[config.mk]
export PLATFORM = sky130hd
export DESIGN_NAME = mcg_readback
export DESIGN_NICKNAME = d
export VERILOG_FILES = /design/src/include/mcg_pkg.sv /design/src/core/mcg_readback.sv
export SDC_FILE = /design/constraint.sdc
export NUM_CORES = 1
export LEC_CHECK = 0
export BUFFER_PORTS_ARGS = -buffer_cell sky130_fd_sc_hd__buf_4
export CAP_MARGIN = 20
export CORE_AREA = 2 2 135 137
export DETAILED_ROUTE_END_ITERATION = 8
export DIE_AREA = 0 0 137 139
export PLACE_DENSITY = 0.79
export SLEW_MARGIN = 5
export SYNTH_ARGS = -nofsm -noshare
export SYNTH_HDL_FRONTEND = slang
export SYNTH_SLANG_ARGS = --single-unit
[constraint.sdc]
create_clock -name clk -period 1.3 [get_ports clk]
set_clock_uncertainty 0.1 [all_clocks]
set_input_delay 0.065 -clock clk [delete_from_list [all_inputs] [get_ports clk]]
set_output_delay 0.065 -clock clk [all_outputs]
set_load 0.02 [all_outputs]
[src/include/mcg_pkg.sv]
// Package for the motor current and gain readback register bank
package mcg_pkg;
	// Register offsets in the host register space
	localparam logic [11:0] SUPPLY_CURRENT_OFS = 12'h410;
	localparam logic [11:0] WINDING_A_OFS = 12'h440;
	localparam logic [11:0] WINDING_B_OFS = 12'h442;
	localparam logic [11:0] WINDING_C_OFS = 12'h444;
	localparam logic [11:0] GAIN_CODE_OFS = 12'h468;
	localparam logic [11:0] RANGE_CODE_OFS = 12'h472;
	// Values after reset
	localparam logic [31:0] CURRENT_RESET = 32'h0000_0000;
	localparam logic [15:0] CODE_RESET = 16'h0000;
	// Fixed-point format of current words
	localparam int CURRENT_FRAC_BITS = 27;
	localparam int FULL_SCALE_DIVISOR = 8;
	// Sense-amplifier gain codes
	typedef enum logic [15:0] {
		MCG_GAIN_X8 = 16'h0000,
		MCG_GAIN_X4 = 16'h0001,
		MCG_GAIN_X2 = 16'h0002,
		MCG_GAIN_X1 = 16'h0003
	} mcg_gain_t;
	// Voltage-sense range codes
	typedef enum logic [15:0] {
		MCG_RANGE_60V = 16'h0000,
		MCG_RANGE_30V = 16'h0001,
		MCG_RANGE_15V = 16'h0002
	} mcg_range_t;
	// Update bundle from the control algorithm
	typedef struct packed {
		logic supply_we;
		logic [31:0] supply;
		logic wind_a_we;
		logic [31:0] wind_a;
		logic wind_b_we;
		logic [31:0] wind_b;
		logic wind_c_we;
		logic [31:0] wind_c;
		logic gain_we;
		logic [15:0] sense_amp_gain_code;
		logic range_we;
		logic [15:0] range_code;
	} mcg_update_t;
	// Host register access
	typedef struct packed {
		logic rd;
		logic wr;
		logic [11:0] addr;
		logic [31:0] wdata;
	} mcg_req_t;
endpackage

[src/core/mcg_readback.sv]
// Read-only bank of current and gain readback registers
//
// Summary of operation
// - Supply current read as signed 32-bit word, value/2^27 times full-scale/8.
// - Winding A current read as signed 32-bit word, same scaling.
// - Winding B current read as signed 32-bit word, same scaling.
// - Winding C current read as signed 32-bit word, same scaling.
// - Gain code 16-bit: 0 x8, 1 x4, 2 x2, 3 x1 lowest gain.
// - Range code 16-bit: 0 is 60V, 1 is 30V, 2 is 15V.
// - Gain readback clears to zero on reset, readable, not writable.
`timescale 1ns/1ps
module mcg_readback (
	// Clock and reset
	input wire logic clk,
	input wire logic arst_n,
	// Internal updates from the control algorithm
	input mcg_pkg::mcg_update_t upd,
	// Host register port
	input mcg_pkg::mcg_req_t req,
	output logic rvalid,
	output logic [31:0] rdata,
	output logic hit,
	// Decoded codes for the control path
	output mcg_pkg::mcg_gain_t gain_code,
	output mcg_pkg::mcg_range_t range_code
);
	// Stored words
	logic [31:0] supply_current_readback;
	logic [31:0] winding_a_current_readback;
	logic [31:0] winding_b_current_readback;
	logic [31:0] winding_c_current_readback;
	logic [15:0] sense_amp_gain_readback;
	logic [15:0] volt_sense_range_readback;

	// Next values of the stored words
	logic [31:0] next_supply;
	logic [31:0] next_wind_a;
	logic [31:0] next_wind_b;
	logic [31:0] next_wind_c;
	logic [15:0] next_gain;
	logic [15:0] next_range;

	// Access decode
	logic is_read;
	logic is_access;
	logic sel_supply;
	logic sel_wind_a;
	logic sel_wind_b;
	logic sel_wind_c;
	logic sel_gain;
	logic sel_range;
	logic any_sel;

	// Response next values
	logic next_rvalid;
	logic next_hit;
	logic [31:0] next_rdata;

	// Address match against one register offset
	function automatic logic addr_is(input logic [11:0] a,
		input logic [11:0] ofs);
		addr_is = (a == ofs);
	endfunction

	// Short codes read back zero-extended
	function automatic logic [31:0] zext16(input logic [15:0] v);
		zext16 = {16'h0000, v};
	endfunction

	// Out-of-range gain codes saturate to unity gain
	function automatic logic [15:0] fix_gain(input logic [15:0] c);
		if (c > mcg_pkg::MCG_GAIN_X1) begin
			fix_gain = mcg_pkg::MCG_GAIN_X1;
		end else begin
			fix_gain = c;
		end
	endfunction

	// Range codes beyond the lowest range are not taken
	function automatic logic range_ok(input logic [15:0] c);
		range_ok = (c <= mcg_pkg::MCG_RANGE_15V);
	endfunction

	// Supply current next value
	always_comb begin
		next_supply = supply_current_readback;
		if (upd.supply_we) begin
			next_supply = upd.supply;
		end
	end

	// Supply current word, signed two's complement
	always_ff @(posedge clk or negedge arst_n) begin
		if (!arst_n) begin
			supply_current_readback <= mcg_pkg::CURRENT_RESET;
		end else begin
			supply_current_readback <= next_supply;
		end
	end

	// Winding A next value
	always_comb begin
		next_wind_a = winding_a_current_readback;
		if (upd.wind_a_we) begin
			next_wind_a = upd.wind_a;
		end
	end

	// Winding A current word
	always_ff @(posedge clk or negedge arst_n) begin
		if (!arst_n) begin
			winding_a_current_readback <= mcg_pkg::CURRENT_RESET;
		end else begin
			winding_a_current_readback <= next_wind_a;
		end
	end

	// Winding B next value
	always_comb begin
		next_wind_b = winding_b_current_readback;
		if (upd.wind_b_we) begin
			next_wind_b = upd.wind_b;
		end
	end

	// Winding B current word
	always_ff @(posedge clk or negedge arst_n) begin
		if (!arst_n) begin
			winding_b_current_readback <= mcg_pkg::CURRENT_RESET;
		end else begin
			winding_b_current_readback <= next_wind_b;
		end
	end

	// Winding C next value
	always_comb begin
		next_wind_c = winding_c_current_readback;
		if (upd.wind_c_we) begin
			next_wind_c = upd.wind_c;
		end
	end

	// Winding C current word
	always_ff @(posedge clk or negedge arst_n) begin
		if (!arst_n) begin
			winding_c_current_readback <= mcg_pkg::CURRENT_RESET;
		end else begin
			winding_c_current_readback <= next_wind_c;
		end
	end

	// Gain code next value
	always_comb begin
		next_gain = sense_amp_gain_readback;
		if (upd.gain_we) begin
			next_gain = fix_gain(upd.sense_amp_gain_code);
		end
	end

	// Gain code, internal update only
	always_ff @(posedge clk or negedge arst_n) begin
		if (!arst_n) begin
			sense_amp_gain_readback <= mcg_pkg::CODE_RESET;
		end else begin
			sense_amp_gain_readback <= next_gain;
		end
	end

	// Range code next value
	always_comb begin
		next_range = volt_sense_range_readback;
		if (upd.range_we && range_ok(upd.range_code)) begin
			next_range = upd.range_code;
		end
	end

	// Range code, internal update only
	always_ff @(posedge clk or negedge arst_n) begin
		if (!arst_n) begin
			volt_sense_range_readback <= mcg_pkg::CODE_RESET;
		end else begin
			volt_sense_range_readback <= next_range;
		end
	end

	// Live views of the codes
	assign gain_code = mcg_pkg::mcg_gain_t'(sense_amp_gain_readback);
	assign range_code = mcg_pkg::mcg_range_t'(volt_sense_range_readback);

	// Access decode; read with write counts as a write
	always_comb begin
		is_access = req.rd | req.wr;
		is_read = req.rd & ~req.wr;
	end

	// Register selects
	always_comb begin
		sel_supply = addr_is(req.addr, mcg_pkg::SUPPLY_CURRENT_OFS);
		sel_wind_a = addr_is(req.addr, mcg_pkg::WINDING_A_OFS);
		sel_wind_b = addr_is(req.addr, mcg_pkg::WINDING_B_OFS);
		sel_wind_c = addr_is(req.addr, mcg_pkg::WINDING_C_OFS);
		sel_gain = addr_is(req.addr, mcg_pkg::GAIN_CODE_OFS);
		sel_range = addr_is(req.addr, mcg_pkg::RANGE_CODE_OFS);
		any_sel = sel_supply | sel_wind_a | sel_wind_b;
		any_sel = any_sel | sel_wind_c | sel_gain | sel_range;
	end

	// Read data mux; unmapped offsets read as zero
	always_comb begin
		next_rdata = 32'h0000_0000;
		if (sel_supply) begin
			next_rdata = supply_current_readback;
		end
		if (sel_wind_a) begin
			next_rdata = winding_a_current_readback;
		end
		if (sel_wind_b) begin
			next_rdata = winding_b_current_readback;
		end
		if (sel_wind_c) begin
			next_rdata = winding_c_current_readback;
		end
		if (sel_gain) begin
			next_rdata = zext16(sense_amp_gain_readback);
		end
		if (sel_range) begin
			next_rdata = zext16(volt_sense_range_readback);
		end
	end

	// Response next values; writes never reach storage
	always_comb begin
		next_rvalid = is_access;
		next_hit = is_access & any_sel;
	end

	// Valid flag, one cycle after the request
	always_ff @(posedge clk or negedge arst_n) begin
		if (!arst_n) begin
			rvalid <= 1'b0;
		end else begin
			rvalid <= next_rvalid;
		end
	end

	// Mapped flag, alongside the valid flag
	always_ff @(posedge clk or negedge arst_n) begin
		if (!arst_n) begin
			hit <= 1'b0;
		end else begin
			hit <= next_hit;
		end
	end

	// Read data, held until the next request
	always_ff @(posedge clk or negedge arst_n) begin
		if (!arst_n) begin
			rdata <= mcg_pkg::CURRENT_RESET;
		end else if (is_read) begin
			rdata <= next_rdata;
		end else if (is_access) begin
			rdata <= 32'h0000_0000;
		end
	end
endmodule

==> results of run 1 <==
## logic make-up after synthesis
group | synth area share, %
AOI/OAI and AO/OA | 12.8
buffers and inverters | 3.77
DFF | 55.0
muxes | 16.6
and+or+nand+nor | 11.8
## layer usage
metal  part of all wire, %  global-route usage (%)
met1                    36                    39.2
met2                    51                    57.2
met3                   8.6                    8.41
met4                   4.4                    16.3
met5                     0                       0
## cell usage in the layout, fill, tap and decap left out, drive strengths merged, types with 6 or more instances in the layout
cell type    Yosys  final
a2111oi          6      6
a211oi          11     11
a21oi           34     34
a221oi          10     10
a222oi          16     16
a22oi           10     10
buf             23    334
clkbuf          30     23
dfrtp          194    194
dlygate4sd3      1    147
inv              7     11
mux2           130    130
nand2            7      7
nand2b          10     10
nand3           11     11
nand4           10     10
nor2            78     78
nor2b           41     41
nor4             6      6
nor4b            6      6
o2111ai          6      6
o211a           10     10
o21ai            7      7
o221ai          10     10
o22ai           16     16
o2bb2ai          6      6
## power by group
group	switching (uW)	total (uW)	internal, uW
Clock	2430	5040	2610
Sequential	270	6700	6430
Combinational	882	2130	1250
Total	3590	13900	10300
## what timing repair did
action / 4_1_cts / 5_1_grt
buffers inserted: 5 / 4
endpoints found under the hold margin: 349 / 1
cloned: 2 / 2
setup endpoints to repair: 34 / 59
resized for setup: 41 / 45
pin swaps: 12 / 20
## flip-flops by register name, summed over array words and instances (netlist names)
| register | count |
|---|---|
| winding_c_current_readback | 32 |
| winding_b_current_readback | 32 |
| rdata | 32 |
| rvalid | 1 |
| gain_code | 16 |
| range_code | 16 |
| winding_a_current_readback | 32 |
| supply_current_readback | 32 |
| hit | 1 |
## final cells by class
type	instances	area share, %
Inverter	7	0.186
Sequential cell	194	34.4
Antenna cell	1	0.0177
Multi-Input combinational cell	466	28.6
Clock inverter	11	0.701
Clock buffer	21	3.27
Tap cell	229	2.03
Timing Repair Buffer	483	30.7
## stage by stage
stage / hold WS [ns] / total power [uW] / cells / cell area (sq um)
after floorplan: -0.331 / 7430 / 720 / 8930
after global placement: -0.0593 / 8360 / 1223 / 11600
after detailed placement: -0.0487 / 8420 / 1223 / 11600
after CTS: -0.0196 / 13800 / 1409 / 13900
after global routing: -0.00106 / 14300 / 1412 / 14100
final: 0.00501 / 13900 / 1412 / 14100
## how the worst max path moves through the flow
stage	end	start	depth (start not counted)
3_5_place_dp	rdata[4]$_DFFE_PN0P_	req[43]	6
5_1_grt	rdata[4]$_DFFE_PN0P_	req[41]	7
4_1_cts	rdata[24]$_DFFE_PN0P_	req[41]	8
2_1_floorplan	rdata[9]$_DFFE_PN0P_	req[43]	6
6_report	rdata[8]$_DFFE_PN0P_	req[34]	8
3_3_place_gp	rdata[2]$_DFFE_PN0P_	req[43]	6
## worst max-delay path, cell delays in order
cell	delay, ns
buf_8	0.10
or4_4	0.58
nor4_4	0.31
buf_6	0.15
buf_12	0.15
o2bb2ai_1	0.13
a21oi_1	0.12
a2111oi_2	0.26
==> results.toml, run 1 <==
[final_layout]
synthToLayoutAreaGrowth_pct = 59.8
multi_input_area_sq_mm = 0.00404
nFillCells = 953
fin_nets = 1383
final-seq-area_sq_mm = 0.00485
layout-drive-gt1-share_pct = 48.1
finish.utilization_pct = 79.9

[timing]
max_freq_mhz = 595
setup_ws_ns = -0.380
finalCritPeriodShare_pct = 129
tightest_slew_ns = 0.568
setup_tns_ns = -7.37
setup_violations = 33
grt_setup_unrepaired = "true"
report.final.hold_viol_count = 0
period_needed_ns = 1.68
final-max-slew-violation-count = 0
relSlewSlack_pct = 62.1

[flow_run]
max_cap_violations = 0

[synthesis]
synth_flop_cell = "dfrtp_1"
syn_avg_cell_area_sq_um = 12.3
synth_top_area_cell = "dfrtp_1"
seq_area_frac_synth_pct = 55.0
async_flop_share_pct = 100
ys_top_cells_by_area = "dfrtp_1 (55%), mux2_2 (17%), nor2_1 (3.3%)"
netlist_top_cells_count = "dfrtp_1 (194), mux2_2 (130), nor2_1 (78), nor2b_1 (41), a21oi_1 (34)"
synth_seq_cells = 194
synth.most_common_cell = "dfrtp_1"
syn_inst = 720
syn_nets = 934
ys_warn_count = 0
synth.distinct_cells = 53
syn_area_sq_mm = 0.00882
synth_top_area_share_pct = 55.0
synth_edf_count = 0

[floorplanning]
initial_core_util_pct = 50.0
core-area_sq_mm = 0.0177
dieArea_sq_mm = 0.0190
die_h_um = 139
rows = 49
die_w_um = 137
ios = 280

[outcome]
violations = "negative setup slack"
outcome = "finished with violations"

[clock_tree]
clk_pin_slew_ns = 0.07
clock-sinks = 194
clockBufferDepth = 2
cts-root-buf = "clkbuf_16"
cts_tree = "done"
clkLatencyLatePin_ns = 0.43
ctsHoldBuffers = 147
htree_levels = 4
cts_made_buffers = 17

[pwr]
p_per_area_mw_per_mm2 = 984
ir_drop_v = 0.000970
p_leak_uw = 0.00620

[grt]
grt-ovfl-total = 0
grt_pass1_wl_mm = 48.5
grt_usage_pct = 33.6
grt_max_degree = 42
antenna_found_initial = 1
grt_pass1_vias = 8902

[routing]
drt_first_pass_iters = 7
first_iter_violations = 713
ant_nets = 0
drcViolationCount = 0
wire_per_inst_um = 23.0
via_count = 8354
post_drt_via_cell_ratio = 5.92
wirelength_mm = 32.5

[worst_setup_path]
crit_type = "input port to flip-flop"
end_kind = "flip-flop"
rrSetupSlack_ns = -0.11
crit_path_max_fanout = 10
regToRegStartpoint = "winding_a_current_readback[5]$_DFFE_PN0P_"
critPathArrivalTime_ns = 1.89
r2r-end = "rdata[5]$_DFFE_PN0P_"
worstPathRequired_ns = 1.51
cp-start-kind = "input port"
ff2ff_path_depth = 6

[placed_design]
dp_slack_ns = -0.774
port_buffers = 247
dpl.hpwl_mm = 19.5
place_congestion = 0.892

[min_path]
whs_path_depth = 4
min_path_type = "input port to flip-flop"
hold_path_end = "range_code[0]$_DFFE_PN0P_"
hp-start = "upd[15]"
No activity file was read; power rests on OpenSTA's default activity.
==> run 2, diff against run 1 <==
--- a/config.mk
+++ b/config.mk
@@ -11,6 +11,7 @@
 export DETAILED_ROUTE_END_ITERATION = 8
 export DIE_AREA = 0 0 137 139
 export PLACE_DENSITY = 0.79
+export SETUP_SLACK_MARGIN = 0.2
 export SLEW_MARGIN = 5
 export SYNTH_ARGS = -nofsm -noshare
 export SYNTH_HDL_FRONTEND = slang
==> results.toml, run 2 (same netlist as run 1, synthesis figures left out) <==
[routing]
first_iter_violations = 814
wirelength_mm = 35.5
wire_per_inst_um = 24.7
drcViolationCount = 0
drt_first_pass_iters = 6
via_count = 8832
post_drt_via_cell_ratio = 6.16
ant_nets = 0

[clock_tree]
clkLatencyLatePin_ns = 0.44
cts_made_buffers = 17
cts_tree = "done"
clockBufferDepth = 2
htree_levels = 4
clock-sinks = 194
clk_pin_slew_ns = 0.08
cts-root-buf = "clkbuf_16"

[worst_setup_path]
cpPeakStageDelay_ns = 0.57
cpMaxStageDelayCell = "or4b_4"
crit_path_max_fanout = 4
cp_cell_sequence = "buf_6, or4b_4, or4_4, buf_6, o2bb2ai_4, a21oi_2, a2111oi_2"
crit_buf_inv = 2
cp-start-kind = "input port"
crit_type = "input port to flip-flop"
path_common_cell = "buf_6"
worstPathRequired_ns = 1.53
critPathArrivalTime_ns = 1.99
end_kind = "flip-flop"
cpLargestDelayFamily = "simple AND/OR/NAND/NOR gates"

[timing]
final-max-slew-violation-count = 0
period_needed_ns = 1.76
setup_violations = 33
max_freq_mhz = 567
report.final.hold_viol_count = 2
setup_tns_ns = -9.30
finalCritPeriodShare_pct = 136
tightest_slew_ns = 0.474
relSlewSlack_pct = 68.3
finalHoldWorstSlack_ns = -0.0356
setup_ws_ns = -0.462
grt_setup_unrepaired = "true"

[pwr]
switching_share_pct = 26.8
p_leak_uw = 0.00637
power.internal_uw = 10400
seq_power_share_pct = 47.6
clkPwrFrac_pct = 37.5
combinationalPowerShare_pct = 14.9
total_power_uw = 14100
ir_drop_v = 0.000975
switchingPower_uw = 3800
p_per_area_mw_per_mm2 = 981

[floorplanning]
core-area_sq_mm = 0.0177
initial_core_util_pct = 50.0
dieArea_sq_mm = 0.0190
die_w_um = 137
die_h_um = 139
rows = 49
ios = 280

[final_layout]
synthToLayoutAreaGrowth_pct = 63.5
fin_nets = 1405
layout-drive-gt1-share_pct = 49.3
nFillCells = 877
stdcell_count = 1434
final_cell_mix = "buf_4 (265), dfrtp_1 (189), dlygate4sd3_1 (136)"
layout.cells.most_common = "buf_4"

[grt]
grt_max_degree = 42
grt_usage_pct = 35.1
antenna_found_initial = 4
grt_pass1_vias = 9181
grt_pass1_wl_mm = 50.6
grt-ovfl-total = 0

[placed_design]
dp_cells = 1221
place_congestion = 0.850
dpl.hpwl_mm = 19.5
port_buffers = 247
dp_slack_ns = -0.866

[min_path]
min_path_type = "input port to flip-flop"

[outcome]
violations = "negative hold slack, negative setup slack"
outcome = "finished with violations"

[flow_run]
max_cap_violations = 0
## run 2: through the flow
step	util (%)	cell area (sq um)
global route	81.7	14400
detailed placement	65.2	11500
global placement	65.2	11500
CTS	80.1	14100
floorplan	-	8940
finish	81.7	14400
## run 2: path summary, 6_finish.rpt
kind                                                            from                                         end  slack, ns  depth (start not counted)
setup / recovery                                             req[40]                        rdata[4]$_DFFE_PN0P_      -0.46                          7
hold / removal                                               upd[26]                    gain_code[0]$_DFFE_PN0P_      -0.04                          4
setup reg to reg           winding_b_current_readback[8]$_DFFE_PN0P_                        rdata[8]$_DFFE_PN0P_      -0.13                          4
hold reg to reg            winding_a_current_readback[0]$_DFFE_PN0P_   winding_a_current_readback[0]$_DFFE_PN0P_       0.41                          1
max in group asynchronous                                     arst_n                        rdata[6]$_DFFE_PN0P_       0.49                          3
min in group asynchronous                                     arst_n  winding_c_current_readback[10]$_DFFE_PN0P_       0.02                          2
## run 2: routing by layer
layer / share of wire, % / GRT usage, % / routed length (um)
met5: 0.037 / 0 / 13
met4: 6.1 / 18.2 / 2150
met3: 10 / 8.33 / 3610
met2: 50 / 60.5 / 17700
met1: 34 / 40.1 / 12000
## run 2: power by group through the flow
stage	registers [uW]	clock network, uW	logic (uW)
after CTS	6680	5210	1970
final	6730	5310	2110
after global routing	6750	5620	2230
after global placement	6770	0	1580
after floorplan	6700	0	742
after detailed placement	6790	0	1620
## run 2: worst min-delay path, cell delays in order
cell     delay (ns)
buf_4          0.08
nor4_1         0.04
nand4_1        0.13
o22a_1         0.15
## run 2: layout make-up
cell class	count	area [sq um]	area share, %
antenna	1	2.50	0.0174
clock buffer	17	425	2.95
clock inverter	15	149	1.03
inverter	7	26.3	0.182
multi-input combinational	465	3980	27.6
sequential	194	4860	33.7
tap	229	287	1.99
timing repair buffer	506	4690	32.5
## run 2: repair_timing
item,4_1_cts,5_1_grt
cloned,1,1
gates resized for setup,99,42
pin swaps,10,12
setup buffers,34,7
hold buffers,137,2
hold endpoints to repair,346,4
setup endpoints to repair,99,117
